===== src/shared/oam_defines.svh =====
/*
 * timing-free constants for the operand addressing decoder:
 * instruction lengths, flag bit positions and reset values.
 * assumes inclusion by bare name from design files.
 */
`ifndef OAM_DEFINES_SVH
`define OAM_DEFINES_SVH

// ****************************************************************
// instruction lengths in bytes
// ****************************************************************
`define OAM_LEN_ONE    2'h1
`define OAM_LEN_TWO    2'h2
`define OAM_LEN_THREE  2'h3

// ****************************************************************
// flags register fields and register reset values
// ****************************************************************
`define OAM_FLAG_BANK_BIT  4
`define OAM_FLAGS_RESET    8'h02
`define OAM_ACC_RESET      8'h00
`define OAM_IDX_RESET      8'h00
`define OAM_SP_RESET       8'h00

`endif


===== src/shared/oam_pkg.sv =====
/*
 * types for the operand addressing decoder: addressing modes,
 * register targets and fetch sequencer states.
 * assumes nothing beyond a systemverilog compiler.
 */
package oam_pkg;

  // ****************************************************************
  // addressing modes, one-hot
  // ****************************************************************
  typedef enum logic [8:0] {
    OAM_MODE_SRC_IMM     = 9'h001,  // result to reg, operand 1 immediate
    OAM_MODE_SRC_DIR     = 9'h002,  // source at operand 1
    OAM_MODE_SRC_IDX     = 9'h004,  // source at operand 1 + index
    OAM_MODE_DST_DIR     = 9'h008,  // result to operand 1
    OAM_MODE_DST_IDX     = 9'h010,  // result to operand 1 + index
    OAM_MODE_DST_DIR_IMM = 9'h020,  // result to op1, source op2 immediate
    OAM_MODE_DST_IDX_IMM = 9'h040,  // result to op1+index, op2 immediate
    OAM_MODE_MEM_MEM     = 9'h080,  // move ram op2 to ram op1
    OAM_MODE_NONE        = 9'h100   // single-byte, no operand
  } oam_mode_e;

  // ****************************************************************
  // cpu register selector
  // ****************************************************************
  typedef enum logic [3:0] {
    OAM_REG_ACC   = 4'h1,
    OAM_REG_IDX   = 4'h2,
    OAM_REG_FLAGS = 4'h4,
    OAM_REG_SP    = 4'h8
  } oam_reg_e;

  // ****************************************************************
  // operand fetch sequencer states
  // ****************************************************************
  typedef enum logic [3:0] {
    OAM_ST_OPCODE = 4'h1,
    OAM_ST_OPND1  = 4'h2,
    OAM_ST_OPND2  = 4'h4,
    OAM_ST_EXEC   = 4'h8
  } oam_state_e;

endpackage


===== src/hw/oam_decoder.sv =====
/*
 * operand addressing decoder with its small cpu register file.
 * takes instruction bytes one per valid strobe, works out where
 * operands come from and where the result goes, reads the memory
 * or register space through a one-cycle read port, and issues the
 * write. assumes memory read data returns one cycle after the
 * read strobe, and that the opcode class bits come from an outer
 * opcode table on the same clock.
 */
`timescale 1ns/1ps
`include "oam_defines.svh"

// Summary of operation
// - source direct: read op1 address into acc/idx
// - arithmetic second source is the destination register
// - source indexed: read op1+index into acc/idx
// - direct/indexed modes are two bytes long
// - destination direct: write op1, arithmetic reads it
// - memory destination leaves accumulator unchanged
// - destination indexed: source is accumulator only
// - indexed arithmetic reads then writes same location
// - dest direct immediate: op1 address, op2 data
// - dest indexed immediate: op1+index address, op2 data
// - immediate destination modes are three bytes long
// - memory-to-memory only for move, three bytes
// - memory-to-memory never reaches register space
// - register-space opcode routes address to registers
// - and-immediate on flags writes flags back
// - source immediate: op1 to named register, two bytes
// - flags bank bit picks register-space bank
module oam_decoder #(
  parameter int DW = 8  // data and address width
) (
  input  wire logic                CLOCK,
  input  wire logic                RESET,
  input  wire logic                BYTE_VALID,   // instruction byte strobe
  input  wire logic [DW-1:0]       BYTE_DATA,    // instruction byte
  input  wire oam_pkg::oam_mode_e  MODE,         // mode, with opcode byte
  input  wire oam_pkg::oam_reg_e   REG_SEL,      // register named in opcode
  input  wire logic                IS_ARITH,     // two-source operation
  input  wire logic                IS_MOVE,      // plain move
  input  wire logic                IS_AND,       // logical and
  input  wire logic                TO_REGSPACE,  // opcode names register space
  input  wire logic [DW-1:0]       MEM_RDATA,    // read data, next cycle
  output logic                     BYTE_READY,   // decoder takes a byte
  output logic [1:0]               INSTR_LEN,    // decoded length in bytes
  output logic                     MEM_RD,       // read strobe
  output logic                     MEM_WR,       // write strobe
  output logic [DW-1:0]            MEM_ADDR,     // operand address
  output logic [DW-1:0]            MEM_WDATA,    // write data
  output logic                     MEM_REGSPACE, // 1 register space, 0 ram
  output logic                     MEM_BANK,     // register-space bank
  output logic                     ILLEGAL,      // mode not allowed
  output logic [DW-1:0]            ACC,          // accumulator
  output logic [DW-1:0]            IDX,          // index register
  output logic [DW-1:0]            FLAGS,        // flags register
  output logic [DW-1:0]            STACK_POINTER // stack pointer
);

  // ****************************************************************
  // state
  // ****************************************************************
  typedef struct packed {
    oam_pkg::oam_state_e st;      // fetch sequencer
    oam_pkg::oam_mode_e  mode;    // latched mode
    oam_pkg::oam_reg_e   rsel;    // latched register
    logic                arith;   // latched class bits
    logic                move;
    logic                andop;
    logic                regsp;
    logic [1:0]          len;     // decoded length
    logic [DW-1:0]       op1;     // first operand byte
    logic [DW-1:0]       op2;     // second operand byte
    logic [1:0]          phase;   // exec step
    logic                rd;      // output strobes
    logic                wr;
    logic [DW-1:0]       addr;
    logic [DW-1:0]       wdata;
    logic                rspace;
    logic                illegal;
    logic [DW-1:0]       acc;     // cpu registers
    logic [DW-1:0]       idx;
    logic [DW-1:0]       flags;
    logic [DW-1:0]       sp;
  } oam_state_s;

  oam_state_s cur;       // registered state
  oam_state_s next_cur;  // next value

  // helpers for the current instruction
  logic [DW-1:0] idx_addr;   // indexed address
  logic [DW-1:0] reg_val;    // value of named register
  logic [DW-1:0] alu_res;    // operation result

  // ****************************************************************
  // address and operand helpers
  // ****************************************************************
  always_comb begin
    // carry deliberately lost: wraps within the 256-byte space
    idx_addr = DW'(cur.op1 + cur.idx);
    unique case (cur.rsel)
      oam_pkg::OAM_REG_ACC:   reg_val = cur.acc;
      oam_pkg::OAM_REG_IDX:   reg_val = cur.idx;
      oam_pkg::OAM_REG_FLAGS: reg_val = cur.flags;
      oam_pkg::OAM_REG_SP:    reg_val = cur.sp;
      default:                reg_val = cur.acc;  // illegal code
    endcase
  end

  // ****************************************************************
  // sequencer and register file
  // ****************************************************************
  always_comb begin
    logic [DW-1:0] src;   // first source
    logic [DW-1:0] other; // second source
    src      = '0;
    other    = '0;
    alu_res  = '0;
    next_cur = cur;
    next_cur.rd = 1'b0;
    next_cur.wr = 1'b0;
    unique case (cur.st)
      oam_pkg::OAM_ST_OPCODE: begin
        if (BYTE_VALID) begin
          next_cur.mode    = MODE;
          next_cur.rsel    = REG_SEL;
          next_cur.arith   = IS_ARITH;
          next_cur.move    = IS_MOVE;
          next_cur.andop   = IS_AND;
          next_cur.regsp   = TO_REGSPACE;
          next_cur.illegal = 1'b0;
          next_cur.phase   = 2'h0;
          unique case (MODE)
            oam_pkg::OAM_MODE_NONE: next_cur.len = `OAM_LEN_ONE;
            oam_pkg::OAM_MODE_SRC_IMM,
            oam_pkg::OAM_MODE_SRC_DIR,
            oam_pkg::OAM_MODE_SRC_IDX,
            oam_pkg::OAM_MODE_DST_DIR,
            oam_pkg::OAM_MODE_DST_IDX:
              next_cur.len = `OAM_LEN_TWO;
            default: next_cur.len = `OAM_LEN_THREE;
          endcase
          // memory-to-memory is legal only for a move
          if (MODE == oam_pkg::OAM_MODE_MEM_MEM && !IS_MOVE) begin
            next_cur.illegal = 1'b1;
          end
          // indexed destination accepts only the accumulator
          if (MODE == oam_pkg::OAM_MODE_DST_IDX
              && REG_SEL != oam_pkg::OAM_REG_ACC) begin
            next_cur.illegal = 1'b1;
          end
          next_cur.st = (MODE == oam_pkg::OAM_MODE_NONE) ?
                        oam_pkg::OAM_ST_OPCODE : oam_pkg::OAM_ST_OPND1;
        end
      end
      oam_pkg::OAM_ST_OPND1: begin
        if (BYTE_VALID) begin
          next_cur.op1 = BYTE_DATA;
          next_cur.st  = (cur.len == `OAM_LEN_THREE) ?
                         oam_pkg::OAM_ST_OPND2 : oam_pkg::OAM_ST_EXEC;
        end
      end
      oam_pkg::OAM_ST_OPND2: begin
        if (BYTE_VALID) begin
          next_cur.op2 = BYTE_DATA;
          next_cur.st  = oam_pkg::OAM_ST_EXEC;
        end
      end
      oam_pkg::OAM_ST_EXEC: begin
        // illegal instructions are dropped with no access
        if (cur.illegal) begin
          next_cur.st = oam_pkg::OAM_ST_OPCODE;
        end else begin
          unique case (cur.mode)
            oam_pkg::OAM_MODE_SRC_IMM: begin
              src = cur.op1;
              other = reg_val;
              if (cur.andop) begin
                alu_res = src & other;
              end else if (cur.arith) begin
                alu_res = DW'(src + other);
              end else begin
                alu_res = src;
              end
              unique case (cur.rsel)
                oam_pkg::OAM_REG_ACC:   next_cur.acc = alu_res;
                oam_pkg::OAM_REG_IDX:   next_cur.idx = alu_res;
                oam_pkg::OAM_REG_FLAGS: next_cur.flags = alu_res;
                oam_pkg::OAM_REG_SP:    next_cur.sp = alu_res;
                default:                next_cur.acc = alu_res;
              endcase
              next_cur.st = oam_pkg::OAM_ST_OPCODE;
            end
            oam_pkg::OAM_MODE_SRC_DIR,
            oam_pkg::OAM_MODE_SRC_IDX: begin
              if (cur.phase == 2'h0) begin
                next_cur.rd     = 1'b1;
                next_cur.addr   = (cur.mode == oam_pkg::OAM_MODE_SRC_IDX) ?
                                  idx_addr : cur.op1;
                next_cur.rspace = cur.regsp;
                next_cur.phase  = 2'h1;
              end else if (cur.phase == 2'h1) begin
                next_cur.phase = 2'h2;  // read data lands next cycle
              end else begin
                src = MEM_RDATA;
                other = reg_val;
                alu_res = cur.arith ? DW'(src + other) :
                          (cur.andop ? (src & other) : src);
                if (cur.rsel == oam_pkg::OAM_REG_IDX) begin
                  next_cur.idx = alu_res;
                end else begin
                  next_cur.acc = alu_res;
                end
                next_cur.st = oam_pkg::OAM_ST_OPCODE;
              end
            end
            default: begin
              // memory destination modes; acc only read here
              if (cur.phase == 2'h0) begin
                next_cur.addr = (cur.mode == oam_pkg::OAM_MODE_DST_IDX ||
                                 cur.mode == oam_pkg::OAM_MODE_DST_IDX_IMM) ?
                                idx_addr : cur.op1;
                // mem-to-mem stays in ram
                next_cur.rspace = (cur.mode == oam_pkg::OAM_MODE_MEM_MEM) ?
                                  1'b0 : cur.regsp;
                if (cur.mode == oam_pkg::OAM_MODE_MEM_MEM) begin
                  next_cur.addr = cur.op2;
                  next_cur.rd = 1'b1;
                end else begin
                  next_cur.rd = cur.arith | cur.andop;
                end
                next_cur.phase = 2'h1;
              end else if (cur.phase == 2'h1) begin
                next_cur.phase = 2'h2;
              end else begin
                if (cur.mode == oam_pkg::OAM_MODE_DST_DIR_IMM ||
                    cur.mode == oam_pkg::OAM_MODE_DST_IDX_IMM) begin
                  src = cur.op2;
                end else if (cur.mode == oam_pkg::OAM_MODE_MEM_MEM) begin
                  src = MEM_RDATA;
                end else begin
                  src = reg_val;
                end
                other = MEM_RDATA;
                alu_res = (cur.mode == oam_pkg::OAM_MODE_MEM_MEM) ? src :
                          cur.arith ? DW'(src + other) :
                          (cur.andop ? (src & other) : src);
                next_cur.wr    = 1'b1;
                next_cur.wdata = alu_res;
                if (cur.mode == oam_pkg::OAM_MODE_MEM_MEM) begin
                  next_cur.addr = cur.op1;
                end
                // same address as the read for indexed arithmetic
                next_cur.st = oam_pkg::OAM_ST_OPCODE;
              end
            end
          endcase
        end
      end
      default: next_cur.st = oam_pkg::OAM_ST_OPCODE;  // illegal code
    endcase
  end

  always_ff @(posedge CLOCK) begin
    if (RESET) begin
      cur         <= '0;
      cur.st      <= oam_pkg::OAM_ST_OPCODE;
      cur.mode    <= oam_pkg::OAM_MODE_NONE;
      cur.rsel    <= oam_pkg::OAM_REG_ACC;
      cur.acc     <= `OAM_ACC_RESET;
      cur.idx     <= `OAM_IDX_RESET;
      cur.flags   <= `OAM_FLAGS_RESET;
      cur.sp      <= `OAM_SP_RESET;
      cur.len     <= `OAM_LEN_ONE;
    end else begin
      cur <= next_cur;
    end
  end

  // ****************************************************************
  // outputs
  // ****************************************************************
  assign BYTE_READY    = (cur.st != oam_pkg::OAM_ST_EXEC);
  assign INSTR_LEN     = cur.len;
  assign MEM_RD        = cur.rd;
  assign MEM_WR        = cur.wr;
  assign MEM_ADDR      = cur.addr;
  assign MEM_WDATA     = cur.wdata;
  assign MEM_REGSPACE  = cur.rspace;
  assign MEM_BANK      = cur.flags[`OAM_FLAG_BANK_BIT];
  assign ILLEGAL       = cur.illegal;
  assign ACC           = cur.acc;
  assign IDX           = cur.idx;
  assign FLAGS         = cur.flags;
  assign STACK_POINTER = cur.sp;

  // ****************************************************************
  // assertions
  // ****************************************************************
  a_len_two: assert property (@(posedge CLOCK) disable iff (RESET)
    (cur.st == oam_pkg::OAM_ST_OPND1 && (cur.mode == oam_pkg::OAM_MODE_SRC_DIR
     || cur.mode == oam_pkg::OAM_MODE_DST_IDX)) |-> cur.len == 2'h2)
    else $error("direct or indexed mode not two bytes");
  a_len_three: assert property (@(posedge CLOCK) disable iff (RESET)
    (cur.st == oam_pkg::OAM_ST_OPND2) |-> cur.len == 2'h3)
    else $error("second operand fetched for short instruction");
  a_memmem_ram: assert property (@(posedge CLOCK) disable iff (RESET)
    (cur.mode == oam_pkg::OAM_MODE_MEM_MEM && (cur.rd || cur.wr)) |-> !cur.rspace)
    else $error("memory-to-memory reached register space");
  a_acc_kept: assert property (@(posedge CLOCK) disable iff (RESET)
    cur.wr |-> $stable(cur.acc))
    else $error("accumulator changed on memory write");
  a_idx_same: assert property (@(posedge CLOCK) disable iff (RESET)
    (cur.rd && cur.mode == oam_pkg::OAM_MODE_DST_IDX) |-> ##2 (cur.wr &&
     cur.addr == $past(cur.addr, 2)))
    else $error("indexed write not at read address");
  a_src_addr: assert property (@(posedge CLOCK) disable iff (RESET)
    (cur.rd && cur.mode == oam_pkg::OAM_MODE_SRC_IDX) |->
     cur.addr == DW'(cur.op1 + cur.idx))
    else $error("source indexed address wrong");
  a_bank_bit: assert property (@(posedge CLOCK) disable iff (RESET)
    MEM_BANK == FLAGS[4])
    else $error("bank select not from flags bit");
  a_dst_idx_acc: assert property (@(posedge CLOCK) disable iff (RESET)
    (cur.wr && cur.mode == oam_pkg::OAM_MODE_DST_IDX) |-> cur.rsel == oam_pkg::OAM_REG_ACC)
    else $error("indexed destination from non-accumulator");
  a_illegal_quiet: assert property (@(posedge CLOCK) disable iff (RESET)
    cur.illegal |-> !(cur.wr || cur.rd))
    else $error("illegal instruction wrote memory");

  c_memmem: cover property (@(posedge CLOCK) cur.wr && cur.mode == oam_pkg::OAM_MODE_MEM_MEM);
  c_flags_and: cover property (@(posedge CLOCK) $changed(cur.flags));
  c_src_idx: cover property (@(posedge CLOCK) cur.rd && cur.mode == oam_pkg::OAM_MODE_SRC_IDX);

endmodule


===== config.mk =====
export PLATFORM = sky130hd
export DESIGN_NAME = oam_decoder
export DESIGN_NICKNAME = d
export VERILOG_FILES = /design/src/shared/oam_pkg.sv /design/src/hw/oam_decoder.sv
export VERILOG_INCLUDE_DIRS = /design/src /design/src/shared
export SDC_FILE = /design/constraint.sdc
export NUM_CORES = 1
export LEC_CHECK = 0
export BUFFER_PORTS_ARGS = -buffer_cell sky130_fd_sc_hd__buf_2
export CORE_ASPECT_RATIO = 1.2
export CORE_MARGIN = 2
export CORE_UTILIZATION = 33
export CTS_CLUSTER_SIZE = 12
export DETAILED_ROUTE_END_ITERATION = 10
export PLACE_DENSITY = 0.53
export SLEW_MARGIN = 20
export SYNTH_ARGS = -nofsm -noshare
export SYNTH_HDL_FRONTEND = slang
export SYNTH_SLANG_ARGS = --single-unit

===== constraint.sdc =====
create_clock -name CLOCK -period 3.7 [get_ports CLOCK]
set_clock_uncertainty 0.05 [all_clocks]
set_input_delay 0.185 -clock CLOCK [delete_from_list [all_inputs] [get_ports CLOCK]]
set_output_delay 0.185 -clock CLOCK [all_outputs]
set_load 0.01 [all_outputs]

==> impl_metrics.tcl, run 1 <==
set metrics [dict create \
    wire_per_inst_um 18.70 \
    whs_endpoint "cur[72]" \
    postPlaceCellArea_um2 7420 \
    numPortBuffers 91 \
    clk_latency_ns 0.36 \
    cts_max_level 3 \
    fin_crit_ns 3.453 \
    cts.clk_slew.worst_paths_ns 0.07 \
    crit_path_start_kind "register" \
    drive_gt1_frac 0.1821 \
    io_pins 92 \
    dr.pass1.iters 7 \
    die_h_um 163.0 \
    power_per_cell_area_nw_per_um2 343.6 \
    grt_overflow 0 \
    num_rows 58 \
    grt_max_degree 39 \
    rsz0062_at_grt "false" \
    routed_wirelength_um 22610 \
    syn_nets 968 \
    ys_top_cells_by_count "nor2_1, dfxtp_1, nand2_1, a21oi_1, o21ai_0" \
    drc_errors 0 \
    num_antenna_cells 0 \
    start_util 0.3338 \
    syn-instance-count 895 \
    cts_tree "built" \
    r2r_start "cur[79]" \
    die_area_um2 22250 \
    slew_headroom 0.4349 \
    dr_total_vias 6679 \
    clockBufferDepth 2 \
    postSynth.asyncResetShare 0 \
    crit_arrival_ns 3.68 \
    fin_nets 1008 \
    cts_setup_buffers 0 \
    ys_warn_count 0 \
    vdd_ir_drop_max_v 0.0002522 \
    outcome "complete, no violations" \
    synthFlopType "dfxtp_1" \
    root_buffer "clkbuf_16" \
    die_w_um 136.5 \
    hold_start "TO_REGSPACE" \
    yosys.cell_count.top_type "nor2_1" \
    drt_iter0_markers 615 \
    hpwlAfterDp_um 17630 \
    worst_pin_slew_ns 0.8445 \
    synth_area_per_cell_um2 7.769 \
    r2r_cells 13 \
    place_congestion 0.9017 \
    grt_pass1_vias 6266 \
    fill_cells 2226 \
    clkSinkCount 92 \
    vias_per_cell 5.524 \
    hold_class "in -> reg" \
    cp.required_ns 3.93 \
    areaGrowthSynthToFinish_pct 11.30 \
    synth_seq_cells 92 \
    synth_area_leaders "dfxtp_1, nor2_1, mux2i_1, ha_1, buf_4" \
    netlist_area_um2 6953 \
    min_period_over_period 0.9331 \
    yosysSeqAreaShare 0.2649 \
    stdcell_area_um2 7739 \
    synth_edf_count 0 \
    grtUsageTotal 0.2088 \
    rrSetupSlack_ns 0.25 \
    synth_top_area_share 0.2649 \
    maxSlewViolCount 0 \
    core_um2 20830 \
    grt_pass1_wl_um 35570 \
    critPathCaptureType "register" \
    drtAntennaViolNets 0 \
    clock.fmax_mhz 289.6 \
    hold_viol 0 \
    ys_types 81 \
    holdPathStages 3 \
    numCtsBuffers 9 \
    setup_viol 0 \
    yosysTopAreaCell "dfxtp_1" \
    r2r_end "ACC[6]" \
    antenna_found_initial 0 \
    leakagePower_nw 3.355 \
    path_max_fanout 8 \
    tns_ns 0 \
    worstSetupPathType "reg -> reg" \
    cap_violations 0 \
]
==> through the flow <==
step	worst slack, ns	hold slack, ns	cells	utilization	total power [W]
after floorplan	0.5009	0.2381	895	-	0.001534
after global placement	0.2479	0.3663	1193	0.3562	0.001706
after detailed placement	0.2144	0.3735	1193	0.3562	0.001708
after CTS	0.1352	0.009836	1209	0.3711	0.002680
after global routing	0.006938	0.01865	1209	0.3716	0.002804
final	0.2474	0.02146	1209	0.3716	0.002659
==> where the power goes <==
part	internal [W]	switching, W
logic	0.000221	0.000387
registers	0.00103	0.0000589
clock network	0.000542	0.000421
==> timing repair <==
action | in CTS | in global routing
endpoints found under the setup margin | 0 | 18
hold buffers | 1 | 0
resized for setup | 0 | 5
endpoints found under the hold margin | 1 | 0
==> flip-flops by register name (all words and copies together) (netlist names), 2 cells and up <==
name,flops
cur,38
STACK_POINTER,8
MEM_ADDR,8
FLAGS,8
IDX,8
ACC,8
MEM_WDATA,8
INSTR_LEN,2
==> layout make-up <==
type	count	area (um^2)	share of cell area
Clock buffer	10	239.0	0.03088
Clock inverter	5	61.31	0.007922
Multi-Input combinational cell	672	4407	0.5694
Inverter	34	127.6	0.01649
Timing Repair Buffer	126	720.7	0.09313
Tap cell	270	337.8	0.04365
Sequential cell	92	1846	0.2385
==> layout by cell type, fill, tap and decap left out, drive strengths merged, types with 11 or more instances in the layout <==
cell type  instances
nand3             17
inv               34
nor2b             17
o22ai             13
ha                33
mux2i             43
a21oi             67
a211oi            15
nand2             81
buf              125
a22oi             11
nor3              15
nor2             122
o21ai             53
xor2              11
dfxtp             92
==> cells by family (layout without fill, tap and decap cells) <==
group	after synthesis	in the layout	synth area share
buffers and inverters	131	175	0.1020
multiplexers	49	49	0.07162
AND/OR/NAND/NOR	312	312	0.2170
XOR/XNOR	17	17	0.02141
AO/OA/AOI/OAI	257	257	0.2521
adder cells (fa/ha/maj)	37	37	0.07090
flip-flops	92	92	0.2649
==> layer usage <==
layer  track usage  part of all wire  vias to the layer above
li1              -                 -                     3298
met1        0.2755              0.45                     3111
met2        0.3343              0.47                      226
met3       0.03424             0.054                       44
met4       0.08996             0.035                        0
met5             0                 0                        -
==> how the worst max path moves through the flow <==
stage                        from            to  slack, ns  cells after the start
after floorplan           cur[85]  MEM_WDATA[6]       0.50                     16
after global placement    cur[78]        ACC[6]       0.25                     13
after detailed placement  cur[78]        ACC[6]       0.21                     13
after CTS                 cur[78]        ACC[6]       0.14                     13
after global routing      cur[78]  MEM_WDATA[4]      0.007                     14
final                     cur[79]        ACC[6]       0.25                     13
==> worst max-delay path, cell delays in order (launching register included) <==
cell      delay [ns]
dfxtp_2         0.36
nor2b_1         0.19
a22o_1          0.24
a222oi_1        0.58
inv_1           0.14
ha_1            0.27
inv_1           0.09
fa_1            0.18
nor2b_1         0.07
o31a_1          0.27
o2111a_1        0.24
a211oi_1        0.33
mux2i_1         0.16
a211oi_1        0.21
No activity file was read; power rests on OpenSTA's default activity.
==> run 2, diff against run 1 <==
- CTS_BUF_LIST: unset -> sky130_fd_sc_hd__clkbuf_8
- clock period: 3.7 -> 4.05 ns (I/O delays scaled with it)
==> impl_metrics.tcl, run 2 (same netlist as run 1, synthesis figures left out) <==
set metrics [dict create \
    die_area_um2 22250 \
    p_total_w 0.002152 \
    vdd_ir_drop_max_v 0.0001507 \
    crit_arrival_ns 3.91 \
    worst_pin_slew_ns 0.9855 \
    min_period_over_period 0.9191 \
    holdPathStages 3 \
    drive_gt1_frac 0.1645 \
    cts_tree "built" \
    numPortBuffers 91 \
    cts_max_level 3 \
    seqCellArea_um2 1842 \
    final_common_cell "nor2_1" \
    cp.required_ns 4.24 \
    fin_crit_ns 3.722 \
    num_antenna_cells 0 \
    cts.clk_slew.worst_paths_ns 0.09 \
    setup_viol 0 \
    crit_path_start_kind "register" \
    die_w_um 136.5 \
    tns_ns 0 \
    die_h_um 163.0 \
    dr.pass1.iters 5 \
    cap_violations 0 \
    drt_iter0_markers 424 \
    io_pins 92 \
    largest_register "cur" \
    stdcell_area_um2 7572 \
    fill_cells 2174 \
    worstSetupPathType "reg -> reg" \
    grt_overflow 0 \
    grt_pass1_wl_um 34360 \
    largest_reg_flops 38 \
    grtUsageTotal 0.2005 \
    path_max_fanout 9 \
    hold_viol 0 \
    root_buffer "clkbuf_8" \
    clock.fmax_mhz 268.6 \
    grt_max_degree 63 \
    grt_pass1_vias 6117 \
    critPathCaptureType "register" \
    drc_errors 0 \
    numCtsBuffers 9 \
    place_congestion 0.8889 \
    antenna_found_initial 0 \
    final_cell_mix "nor2_1, dfxtp_1, buf_2" \
    maxSlewViolCount 0 \
    num_rows 58 \
    outcome "complete, no violations" \
    clk_latency_ns 0.39 \
    r2r_cells 11 \
    rsz0062_at_grt "false" \
    drtAntennaViolNets 0 \
    leakagePower_nw 3.254 \
    hold_class "in -> reg" \
    dr_total_vias 6531 \
    wire_per_inst_um 18.37 \
    vias_per_cell 5.443 \
    multi_input_area_um2 4412 \
    postPlaceCellArea_um2 7320 \
    routed_wirelength_um 22050 \
    clockBufferDepth 2 \
    fin_nets 998 \
    areaGrowthSynthToFinish_pct 8.908 \
    power_per_cell_area_nw_per_um2 284.1 \
    start_util 0.3338 \
    clkSinkCount 92 \
    hpwlAfterDp_um 17010 \
    core_um2 20830 \
    slew_headroom 0.3418 \
]
==> run 2: power by group <==
group	internal (W)	switching (W)	total, W
Combinational	0.000199	0.000352	0.000551
Clock	0.000257	0.000350	0.000607
Sequential	0.000938	0.0000560	0.000994
Total	0.00139	0.000757	0.00215
==> run 2: repair_timing <==
action / CTS / global route
resized for setup: 0 / 1
hold buffers: 5 / 0
endpoints found under the setup margin: 0 / 8
hold endpoints to repair: 6 / 0
buffers inserted: 0 / 1
==> run 2: path summary, 6_finish.rpt <==
path                     start      end  slack, ns
setup / recovery       cur[78]   ACC[7]       0.33
hold / removal    BYTE_DATA[6]  cur[68]       0.02
setup reg to reg       cur[78]   ACC[7]       0.33
hold reg to reg        cur[72]  cur[72]       0.42
==> run 2: area by class of cell <==
type / count / share of cell area
tap: 270 / 0.04461
timing repair buffer: 116 / 0.08824
multi-input combinational: 672 / 0.5826
clock inverter: 5 / 0.004461
inverter: 34 / 0.01685
clock buffer: 11 / 0.01999
sequential: 92 / 0.2432
==> run 2: routing by layer <==
layer,GRT usage,part of all wire
met1,0.2646,0.46
met2,0.3318,0.47
met3,0.03455,0.046
met4,0.06108,0.021
met5,0,0
==> run 2: per-stage QoR <==
step	std cells	hold WS (ns)	utilization	setup slack (ns)
after floorplan	895	0.2556	-	0.8509
after global placement	1178	0.3844	0.3514	0.4657
after detailed placement	1178	0.3872	0.3514	0.2901
after CTS	1199	0.002647	0.3627	0.2364
after global routing	1200	0.01305	0.3636	0.01303
final	1200	0.02266	0.3636	0.3277
==> run 2: critical path, cell delays in order (launching register included) <==
cell,delay [ns]
dfxtp_1,0.47
nor2b_1,0.30
o311ai_4,0.18
a222oi_1,0.73
inv_1,0.15
ha_1,0.36
o21a_1,0.14
a2111oi_0,0.53
nor3_1,0.12
mux2i_1,0.15
o22ai_1,0.29
o22ai_1,0.10
